### config.mk
export PLATFORM = sky130hd
export DESIGN_NAME = cbc_top
export DESIGN_NICKNAME = d
export VERILOG_FILES = /design/src/core/cbc_pkg.sv /design/src/core/cbc_top.sv /design/src/core/cbc_timer.sv
export VERILOG_INCLUDE_DIRS = /design/src /design/src/core
export SDC_FILE = /design/constraint.sdc
export NUM_CORES = 1
export LEC_CHECK = 0
export ABC_AREA = 1
export BUFFER_PORTS_ARGS = -buffer_cell sky130_fd_sc_hd__buf_2
export CAP_MARGIN = 10
export CORE_MARGIN = 2
export CORE_UTILIZATION = 25
export CTS_BUF_LIST = sky130_fd_sc_hd__clkbuf_4 sky130_fd_sc_hd__clkbuf_8
export CTS_CLUSTER_DIAMETER = 50
export CTS_CLUSTER_SIZE = 10
export DETAILED_ROUTE_END_ITERATION = 10
export RECOVER_POWER = 100
export REMOVE_ABC_BUFFERS = 1
export SYNTH_ARGS = -nofsm -noshare
export SYNTH_HDL_FRONTEND = slang
export SYNTH_SLANG_ARGS = --single-unit
### constraint.sdc
create_clock -name mclk -period 5.2 [get_ports mclk]
set_clock_uncertainty 0.15 [all_clocks]
set_input_delay 0.26 -clock mclk [delete_from_list [all_inputs] [get_ports mclk]]
set_output_delay 0.26 -clock mclk [all_outputs]
set_load 0.02 [all_outputs]
### src/core/cbc_regs.svh
`ifndef CBC_REGS_SVH
`define CBC_REGS_SVH

// Register map (plain port, printed offsets)
`define CBC_ADDR_W 8
`define CBC_DATA_W 16
`define CBC_ADDR_BAL_CONFIG 8'h13
`define CBC_ADDR_CH_ENABLE 8'h14
`define CBC_ADDR_TEST_CONFIG 8'h1E

// Field positions
`define CBC_DUR_MSB 7
`define CBC_DUR_LSB 4
`define CBC_POLICY_BIT 3
`define CBC_RSVD_MSB 2
`define CBC_SQUEEZE_BIT 4

// Reset values
`define CBC_DUR_RESET 4'h0
`define CBC_POLICY_RESET 1'b0
`define CBC_ENABLE_RESET 16'h0000
`define CBC_SQUEEZE_RESET 1'b0

// Timing
`define CBC_CLK_PERIOD_NS 20
`define CBC_SECOND_NS 1000000000
`define CBC_TICK_CYCLES (`CBC_SECOND_NS / `CBC_CLK_PERIOD_NS)
`define CBC_PRE_W 32
`define CBC_SEC_W 12
`define CBC_SEC_MAX 12'hFFF

// Auto-off limits in seconds
`define CBC_LIM_NONE 12'h000
`define CBC_LIM_1S 12'h001
`define CBC_LIM_1M 12'h03C
`define CBC_LIM_2M 12'h078
`define CBC_LIM_5M 12'h12C
`define CBC_LIM_10M 12'h258
`define CBC_LIM_15M 12'h384
`define CBC_LIM_20M 12'h4B0
`define CBC_LIM_30M 12'h708
`define CBC_LIM_60M 12'hE10

`endif

### src/core/cbc_pkg.sv
`include "cbc_regs.svh"

package cbc_pkg;

	typedef struct packed {
		logic [`CBC_ADDR_W-1:0] addr;
		logic [`CBC_DATA_W-1:0] wdata;
		logic wr;
		logic rd;
	} cbc_bus_req_type;

	typedef struct packed {
		logic [`CBC_PRE_W-1:0] pre;
		logic [`CBC_SEC_W-1:0] sec;
		logic expired;
	} cbc_timer_state_type;

	typedef struct packed {
		logic [3:0] duration;
		logic policy;
		logic [`CBC_DATA_W-1:0] ch_en;
		logic squeeze;
		logic [`CBC_DATA_W-1:0] rdata;
		logic [`CBC_DATA_W-1:0] bal_out;
		logic [`CBC_DATA_W-1:0] sqz_out;
	} cbc_state_type;

endpackage

### src/core/cbc_top.sv
// Behaviour
// RULE_01: Balance duration code 0 means no timeout, 1 one second, 2..9 one to sixty minutes, 10..15 reserved.
// RULE_02: When a non-zero duration expires, all balance enables are switched off.
// RULE_03: The balance timer is its own counter and link traffic never restarts or clears it.
// RULE_04: Every write of a non-zero value to the channel enable register restarts the timer from zero.
// RULE_05: With fault-continue policy 0, any fault except the custom checksum error forces all enables to zero.
// RULE_06: With fault-continue policy 0 and such a fault present, writes to the enable register are discarded.
// RULE_07: With fault-continue policy 1, faults leave the enable register untouched.
// RULE_08: The enable register is 16 bits and bit n drives the output of cell n+1.
// RULE_09: An enable bit of 1 turns balancing or squeeze on for that channel, 0 turns it off.
// RULE_10: In squeeze mode the enable bits drive the open-wire-detection squeeze resistors instead.
// RULE_11: The three low bits of the balance configuration register read as zero and software writes zero.
// RULE_12: Squeeze mode select is bit 4 of the test configuration register.
// RULE_13: One combined fault input, the OR of all faults but the custom checksum error, drives the lockout.
`timescale 1ns/1ps
`include "cbc_regs.svh"

module cbc_top #(
	parameter int unsigned TICK_CYCLES = `CBC_TICK_CYCLES
) (
	input wire logic mclk, // System clock, 50 MHz
	input wire logic rstn, // Async reset, active low
	input wire cbc_pkg::cbc_bus_req_type bus, // Register port request
	output logic [`CBC_DATA_W-1:0] rdata, // Read data, cycle after read strobe
	input wire logic fault_any, // OR of faults except checksum error
	output logic [`CBC_DATA_W-1:0] balance_out, // Per-cell balance drive
	output logic [`CBC_DATA_W-1:0] squeeze_out // Per-cell squeeze resistor drive
);
	import cbc_pkg::*;

	cbc_state_type s_r;
	cbc_state_type s_nxt;
	logic wr_cfg;
	logic wr_en;
	logic wr_test;
	logic lockout;
	logic restart;
	logic expired;

	// Register decode, used for both the write and read paths
	function automatic logic hit(input logic [`CBC_ADDR_W-1:0] a, input logic [`CBC_ADDR_W-1:0] reg_addr);
		hit = (a == reg_addr);
	endfunction

	// Fault input is produced on this clock by the fault logic, so no synchroniser
	assign lockout = fault_any && !s_r.policy; // RULE_13

	assign wr_cfg = bus.wr && hit(bus.addr, `CBC_ADDR_BAL_CONFIG);
	assign wr_en = bus.wr && hit(bus.addr, `CBC_ADDR_CH_ENABLE);
	assign wr_test = bus.wr && hit(bus.addr, `CBC_ADDR_TEST_CONFIG);

	// Restart follows the write itself, even a write the lockout discards;
	// the enables are held at zero then anyway, so nothing balances early.
	assign restart = wr_en && (bus.wdata != '0); // RULE_04

	cbc_timer #(
		.TICK_CYCLES(TICK_CYCLES)
	) u_timer (
		.mclk(mclk),
		.rstn(rstn),
		.restart(restart),
		.duration_code(s_r.duration),
		.expired(expired)
	);

	always_comb begin
		s_nxt = s_r;

		if (wr_cfg) begin
			s_nxt.duration = bus.wdata[`CBC_DUR_MSB:`CBC_DUR_LSB]; // RULE_01
			s_nxt.policy = bus.wdata[`CBC_POLICY_BIT];
		end
		if (wr_test) begin
			s_nxt.squeeze = bus.wdata[`CBC_SQUEEZE_BIT]; // RULE_12
		end

		// Priority: fault lockout, then a fresh write, then timer expiry
		if (lockout) begin
			s_nxt.ch_en = '0; // RULE_05 RULE_06
		end else if (wr_en) begin
			s_nxt.ch_en = bus.wdata; // RULE_07 RULE_09
		end else if (expired) begin
			s_nxt.ch_en = '0; // RULE_02
		end

		// Outputs follow the next enable value so pins match the register
		if (s_nxt.squeeze) begin
			s_nxt.bal_out = '0;
			s_nxt.sqz_out = s_nxt.ch_en; // RULE_10
		end else begin
			s_nxt.bal_out = s_nxt.ch_en; // RULE_08 RULE_09
			s_nxt.sqz_out = '0;
		end

		// Read data stands one cycle; unmapped addresses read zero
		s_nxt.rdata = '0;
		if (bus.rd) begin
			if (hit(bus.addr, `CBC_ADDR_BAL_CONFIG)) begin
				s_nxt.rdata[`CBC_DUR_MSB:`CBC_DUR_LSB] = s_r.duration;
				s_nxt.rdata[`CBC_POLICY_BIT] = s_r.policy;
				s_nxt.rdata[`CBC_RSVD_MSB:0] = '0; // RULE_11
			end else if (hit(bus.addr, `CBC_ADDR_CH_ENABLE)) begin
				s_nxt.rdata = s_r.ch_en;
			end else if (hit(bus.addr, `CBC_ADDR_TEST_CONFIG)) begin
				s_nxt.rdata[`CBC_SQUEEZE_BIT] = s_r.squeeze;
			end
		end
	end

	always_ff @(posedge mclk or negedge rstn) begin
		if (!rstn) begin
			s_r.duration <= `CBC_DUR_RESET;
			s_r.policy <= `CBC_POLICY_RESET;
			s_r.ch_en <= `CBC_ENABLE_RESET;
			s_r.squeeze <= `CBC_SQUEEZE_RESET;
			s_r.rdata <= '0;
			s_r.bal_out <= '0;
			s_r.sqz_out <= '0;
		end else begin
			s_r <= s_nxt;
		end
	end

	assign rdata = s_r.rdata;
	assign balance_out = s_r.bal_out;
	assign squeeze_out = s_r.sqz_out;

	property p_fault_clear;
		@(posedge mclk) disable iff (!rstn)
		fault_any && !s_r.policy |=> (s_r.ch_en == '0) && (balance_out == '0) && (squeeze_out == '0);
	endproperty
	a_fault_clear: assert property (p_fault_clear) else $error("enables survived a fault"); // RULE_05

	property p_write_discard;
		@(posedge mclk) disable iff (!rstn)
		wr_en && fault_any && !s_r.policy ##1 !wr_en [*2] |=> s_r.ch_en == '0;
	endproperty
	a_write_discard: assert property (p_write_discard) else $error("locked write was taken"); // RULE_06

	property p_write_taken;
		@(posedge mclk) disable iff (!rstn)
		wr_en && !lockout |=> s_r.ch_en == $past(bus.wdata);
	endproperty
	a_write_taken: assert property (p_write_taken) else $error("enable write lost"); // RULE_09

	property p_continue;
		@(posedge mclk) disable iff (!rstn)
		s_r.policy && fault_any && !wr_en && !wr_cfg && !expired |=> s_r.ch_en == $past(s_r.ch_en);
	endproperty
	a_continue: assert property (p_continue) else $error("fault changed enables under continue policy"); // RULE_07

	property p_expire;
		@(posedge mclk) disable iff (!rstn)
		expired && !wr_en |=> s_r.ch_en == '0;
	endproperty
	a_expire: assert property (p_expire) else $error("enables kept after timeout"); // RULE_02

	property p_out_map;
		@(posedge mclk) disable iff (!rstn)
		((balance_out | squeeze_out) == s_r.ch_en) && ((balance_out & squeeze_out) == '0);
	endproperty
	a_out_map: assert property (p_out_map) else $error("outputs do not mirror enables"); // RULE_08

	property p_squeeze_route;
		@(posedge mclk) disable iff (!rstn)
		s_r.squeeze |-> (balance_out == '0) && (squeeze_out == s_r.ch_en);
	endproperty
	a_squeeze_route: assert property (p_squeeze_route) else $error("squeeze mode drove balance pins"); // RULE_10

	property p_squeeze_bit;
		@(posedge mclk) disable iff (!rstn)
		wr_test |=> s_r.squeeze == $past(bus.wdata[`CBC_SQUEEZE_BIT]);
	endproperty
	a_squeeze_bit: assert property (p_squeeze_bit) else $error("squeeze select not stored"); // RULE_12

	property p_rsvd_read;
		@(posedge mclk) disable iff (!rstn)
		bus.rd && hit(bus.addr, `CBC_ADDR_BAL_CONFIG) |=> rdata[`CBC_RSVD_MSB:0] == '0;
	endproperty
	a_rsvd_read: assert property (p_rsvd_read) else $error("reserved config bits read nonzero"); // RULE_11

	property p_restart_wr;
		@(posedge mclk) disable iff (!rstn)
		wr_en && (bus.wdata != '0) |=> !expired;
	endproperty
	a_restart_wr: assert property (p_restart_wr) else $error("nonzero write did not restart timer"); // RULE_04

	property p_duration_read;
		@(posedge mclk) disable iff (!rstn)
		wr_cfg ##1 !wr_cfg ##1 bus.rd && hit(bus.addr, `CBC_ADDR_BAL_CONFIG)
			|=> rdata[`CBC_DUR_MSB:`CBC_DUR_LSB] == $past(bus.wdata[`CBC_DUR_MSB:`CBC_DUR_LSB], 3);
	endproperty
	a_duration_read: assert property (p_duration_read) else $error("duration code readback wrong"); // RULE_01

	property p_fault_single;
		@(posedge mclk) disable iff (!rstn)
		!fault_any && !wr_en && !expired && !wr_cfg |=> s_r.ch_en == $past(s_r.ch_en);
	endproperty
	a_fault_single: assert property (p_fault_single) else $error("enables changed without cause"); // RULE_13

endmodule

### src/core/cbc_timer.sv
`timescale 1ns/1ps
`include "cbc_regs.svh"

module cbc_timer #(
	parameter int unsigned TICK_CYCLES = `CBC_TICK_CYCLES
) (
	input wire logic mclk, // System clock
	input wire logic rstn, // Async reset, active low
	input wire logic restart, // Restart count from zero
	input wire logic [3:0] duration_code, // Auto-off selection
	output logic expired // Selected time has run out
);
	import cbc_pkg::*;

	localparam logic [`CBC_PRE_W-1:0] TICK_LAST = `CBC_PRE_W'(TICK_CYCLES - 1);

	cbc_timer_state_type s_r;
	cbc_timer_state_type s_nxt;
	logic [`CBC_SEC_W-1:0] limit;

	// Reserved codes behave as no timeout
	function automatic logic [`CBC_SEC_W-1:0] dur_limit(input logic [3:0] code);
		case (code)
			4'h1: dur_limit = `CBC_LIM_1S;
			4'h2: dur_limit = `CBC_LIM_1M;
			4'h3: dur_limit = `CBC_LIM_2M;
			4'h4: dur_limit = `CBC_LIM_5M;
			4'h5: dur_limit = `CBC_LIM_10M;
			4'h6: dur_limit = `CBC_LIM_15M;
			4'h7: dur_limit = `CBC_LIM_20M;
			4'h8: dur_limit = `CBC_LIM_30M;
			4'h9: dur_limit = `CBC_LIM_60M;
			default: dur_limit = `CBC_LIM_NONE;
		endcase
	endfunction

	// Only a balance enable write restarts it; link traffic has no path in
	always_comb begin
		s_nxt = s_r;
		limit = dur_limit(duration_code); // RULE_01
		if (restart) begin
			s_nxt.pre = '0; // RULE_04
			s_nxt.sec = '0; // RULE_04
		end else if (s_r.pre == TICK_LAST) begin
			s_nxt.pre = '0;
			if (s_r.sec != `CBC_SEC_MAX) begin // RULE_03
				s_nxt.sec = s_r.sec + `CBC_SEC_W'(1);
			end
		end else begin
			s_nxt.pre = s_r.pre + `CBC_PRE_W'(1);
		end
		s_nxt.expired = (limit != `CBC_LIM_NONE) && (s_nxt.sec >= limit); // RULE_02
	end

	always_ff @(posedge mclk or negedge rstn) begin
		if (!rstn) begin
			s_r <= '0;
		end else begin
			s_r <= s_nxt;
		end
	end

	assign expired = s_r.expired;

	property p_restart;
		@(posedge mclk) disable iff (!rstn)
		restart |=> (s_r.sec == '0) && (s_r.pre == '0) && !expired;
	endproperty
	a_restart: assert property (p_restart) else $error("timer not cleared by restart"); // RULE_04

	property p_tick;
		@(posedge mclk) disable iff (!rstn)
		(s_r.pre == TICK_LAST) && !restart && (s_r.sec != `CBC_SEC_MAX) |=> s_r.sec == $past(s_r.sec) + 1'b1;
	endproperty
	a_tick: assert property (p_tick) else $error("second count did not advance"); // RULE_03

	property p_zero_code;
		@(posedge mclk) disable iff (!rstn)
		(duration_code == 4'h0) ##1 (duration_code == 4'h0) |-> !expired;
	endproperty
	a_zero_code: assert property (p_zero_code) else $error("expired with timer disabled"); // RULE_01

	property p_one_second;
		@(posedge mclk) disable iff (!rstn)
		(duration_code == 4'h1) && (s_r.sec == '0) && (s_r.pre != TICK_LAST) ##1 (duration_code == 4'h1) |-> !expired;
	endproperty
	a_one_second: assert property (p_one_second) else $error("one second code expired early"); // RULE_01

endmodule

### After elaboration in Yosys (flattened, before gate mapping)

Memories as Yosys holds them, arrays and structs flattened.
Cells that the tools add are included.

* output and inout bits: 48
* input bits: 29
* memories: 1
* ROM bits: 176
* flip-flop bits (word level): 115
* logic and storage cells: 44

Memory list
* (no name shown): words 16, width 11, rd ports 1, clocked after Yosys merged registers in 0, write ports 0, RTL line cbc_timer.sv:23 `case (code)`

* equal/unequal tests: 5
* reductions and logical operators: 9
* add/sub/neg operators: 2
* magnitude comparators: 1
* multiplexer cells: 16

Operators with widths (count)
* two-way mux 16 bit: 4
* two-way mux 32 bit: 2
* two-way mux 44 bit: 1
* adder 32 x 1 -> 32 bit (second input constant): 1
* equality test 32 x 26 -> 1 bit (second input constant): 1
* equality test 8 x 5 -> 1 bit (second input constant): 3
* two-way mux 12 bit: 2
* two-way mux 8 bit: 2
* nonzero test 16 bit: 1
* adder 12 x 1 -> 12 bit (second input constant): 1
* greater-or-equal comparator 12 bit: 1
* inequality test 12 bit (second input constant): 1
* nonzero test 12 bit: 1
* two-way mux 11 bit: 1
* logical AND 1 bit: 6
* two-way mux 4 bit: 1
* two-way mux 1 bit: 3
* zero test 1 bit: 1

### Logic depth before layout (Yosys ltp)

* word-level depth: 6
* mapped depth: 19
* mapped depth without buffers: 17

### By module

Synthesis repeated with hierarchy kept, for this count alone.

* cells, all modules: 801
* area total of the unflattened synthesis: 6723.9 um2

By module, submodules not included
* cbc_timer: cells an instance 452, area an instance 3473.3 um2, times used 1, seq. area each 1126.1 um2
* cbc_top: cells an instance 349, area an instance 3250.6 um2, times used 1, seq. area each 1751.7 um2

### Worst setup path before layout

Ideal clock, no wire load.

* kind: reg2reg
* start: register u_timer.s_r[13] in the netlist's numbering
* end: register u_timer.s_r, in the netlist u_timer.expired
* buffers on the path: 1
* arrival: 2.161 ns
* setup time: 0.124 ns
* cell stages (with the launch flop): 17
* path slack: 2.765 ns
* data required time: 4.926 ns
* clock period less this slack: 2.435 ns
* cells stage by stage: dfrtp_1 -> ha_1 -> nand3_2 -> nor2_1 -> nand2_1 -> nor2_2 -> buf_6 -> nand3_1 -> o21ai_0 -> nor2_1 -> ha_1 -> nand2_1 -> inv_1 -> o21ai_0 -> nand2_1 -> nor3_1 -> a21oi_1

RTL lines
* start: declaration: RTL line cbc_timer.sv:17 `cbc_timer_state_type s_r;`
* start signal: assignment: RTL line cbc_timer.sv:59 `s_r <= s_nxt;`

==> impl_metrics.toml <==
[cts]
cts_resized = 0
post_cts_buffers = 0
root_buffer = "clkbuf_8"
cts_tree = "built"
path_clk_slew_ns = 0.08
clock_latency_ns = 0.44
htree_levels = 4
clock-sinks = 115
numCtsBuffers = 17
cts_buffer_depth = 2

[critical_path]
reg2reg_from = "u_timer.s_r[13]"
path_max_fanout = 25
worst_setup_path_end_kind = "flip-flop"
rrSetupSlack_ns = 1.76
crit_required_ns = 5.37
critical_path_class = "in -> reg"
start_kind = "input pin"
reg2reg_to = "u_timer.expired"
ff2ff_path_depth = 16
worst_ep_arrival_time_ns = 3.69

[power_and_ir_drop]
p_leak_nw = 3.365
vdd_ir_drop_max_mv = 0.2684
p_per_area_mw_per_mm2 = 300.0

[timing]
period_share = 0.6760
rsz0062_at_grt = "false"
slew_headroom = -0.5729
fmax_mhz = 284.5
fin_crit_ns = 3.515
setup_viol = 0
finalSetupTns_ns = 0
hold_viol_final = 0
worst_pin_slew_ns = 2.359
slew_viol_final = 47

[final_layout]
fillerInstances = 2756
mostFrequentLayoutCells = "nor2_1, nand2_1, dfrtp_1"
fin_util = 0.2831
multi_input_area_mm2 = 0.002545
syn_to_final_growth_pct = 11.56
finalNetCount = 861
drive_gt1_frac = 0.09564
final-seq-area_mm2 = 0.002878
final_common_cell = "nor2_1"

[synth]
post_synth_num_cell_types = 38
postSynthCellCount = 765
yosys_warnings = 0
ys_seq_area_frac = 0.4516
ys_seq_elements = 115
synth_area_per_cell_um2 = 8.330
syn_area_mm2 = 0.006372

[route]
wl_per_cell_um = 13.70
drc = 0
vias = 5065
vias_per_cell = 4.374
firstDrtPassIters = 4
ant_nets = 0
initialDrtViolationCount = 340
wirelength_um = 15870

[global_routing]
grt_max_degree = 71
grt_pass1_wl_um = 26470
grt_pass1_vias = 5325
overflow = 0
antenna_found_initial = 3
track_usage = 0.1264

[place]
dp_hpwl_um = 11670
port_buffers = 76
place_congestion = 0.9279

[hold_path]
hold_class = "in -> reg"
worstHoldStart = "bus[17]"
hold_depth = 3
whs_endpoint = "s_r[64]"

[die]
die_w_um = 163.7
core_mm2 = 0.02511
initial_core_util = 0.2538
die_area_mm2 = 0.02678
ioPinCount = 77
die_h_um = 163.7
rows = 58

[status]
violations = "max-capacitance violations, max-slew violations"
status = "complete, but fails checks"

[job]
maxCapViolations = 1
## through the flow
stage / hold WS, ns / power [mW] / area, µm² / setup slack [ns] / instances
after floorplan: -0.1856 / 1.194 / 5891 / 2.569 / 700
after CTS: 0.001170 / 2.154 / 7264 / 2.097 / 1156
after detailed placement: 0.3054 / 1.295 / 6694 / 2.028 / 1107
after global routing: 0.02072 / 2.249 / 7107 / 1.132 / 1157
after global placement: 0.2971 / 1.292 / 6694 / 2.091 / 1107
final: 0.01015 / 2.133 / 7109 / 1.685 / 1158
## final cells by class
class | count | area share
well taps | 330 | 0.05808
clock inverters | 14 | 0.02147
clock buffers | 18 | 0.03485
diodes | 2 | 0.0007040
inverters | 99 | 0.05227
repair buffers | 94 | 0.06987
flip-flops and latches | 115 | 0.4048
multi-input cells | 486 | 0.3580
## layer usage
metal | global-route usage | up-vias | wire length [µm]
li1 | - | 2497 | -
met1 | 0.1563 | 2398 | 6979
met2 | 0.2011 | 144 | 7285
met3 | 0.04901 | 24 | 1274
met4 | 0.04306 | 2 | 314
met5 | 0 | - | 13
## sequential cells by signal (all words and copies together) (netlist names)
register	cells
s_r	22
squeeze_out	16
rdata	16
balance_out	16
u_timer.s_r	44
u_timer.expired	1
## cell families after synthesis
family,Yosys count,share of synthesized area
compound gates,76,0.08286
fa+ha+maj,19,0.03731
simple gates,359,0.2500
mux,1,0.001767
flops,115,0.4516
buf+inv,164,0.1339
xor+xnor,31,0.04261
## synth_stat cells, drive strengths merged
cell | n | area (µm²)
o31a | 1 | 8.760
nand3b | 1 | 7.510
a21oi | 13 | 65.06
clkbuf | 2 | 7.510
o221a | 1 | 11.26
nor4 | 8 | 50.05
and3b | 1 | 8.760
inv | 99 | 371.6
dfrtp | 115 | 2878
nand3 | 37 | 205.2
xnor2 | 10 | 87.58
nor3 | 34 | 202.7
a21boi | 1 | 7.510
o21ai | 37 | 196.4
xor2 | 21 | 183.9
a31oi | 3 | 18.77
ha | 19 | 237.7
buf | 63 | 474.2
nor3b | 2 | 15.01
mux2 | 1 | 11.26
nor2 | 137 | 531.8
nand2 | 123 | 471.7
and3 | 2 | 12.51
o211ai | 18 | 205.2
nand4 | 13 | 81.33
o31ai | 2 | 15.01
or2 | 1 | 6.260
## power by group
| part | internal (mW) | switching (mW) |
|---|---|---|
| Clock | 0.444 | 0.403 |
| Sequential | 0.942 | 0.0652 |
| Combinational | 0.100 | 0.178 |
| Total | 1.49 | 0.646 |
## critical path, stage by stage
cell and delay (ns):
buf_2 0.09, inv_1 0.05, nand2_2 0.04, nor3_1 0.46, nand2_1 0.51, nor2_1 0.26, nand2_1 0.21, inv_1 0.68
nor2_1 0.16, ha_1 0.35, nand2_1 0.07, inv_1 0.03, o21ai_0 0.14, nand2_1 0.09, nor3_1 0.18, a21oi_1 0.08
## how the worst max path moves through the flow
stage | start | end | slack, ns | cells past startpoint
after floorplan | u_timer.s_r[13] | u_timer.expired | 2.57 | 15
after global placement | bus[23] | u_timer.expired | 2.09 | 16
after detailed placement | bus[23] | u_timer.expired | 2.03 | 16
after CTS | u_timer.s_r[13] | u_timer.expired | 2.10 | 16
after global routing | rstn | rdata[11] | 1.13 | 3
final | bus[23] | u_timer.expired | 1.68 | 16
## timing repair
action	in CTS	in global routing
hold buffers	17	0
hold endpoints to repair	97	0
setup endpoints to repair	0	0
Power figures use the tool's default switching activity.
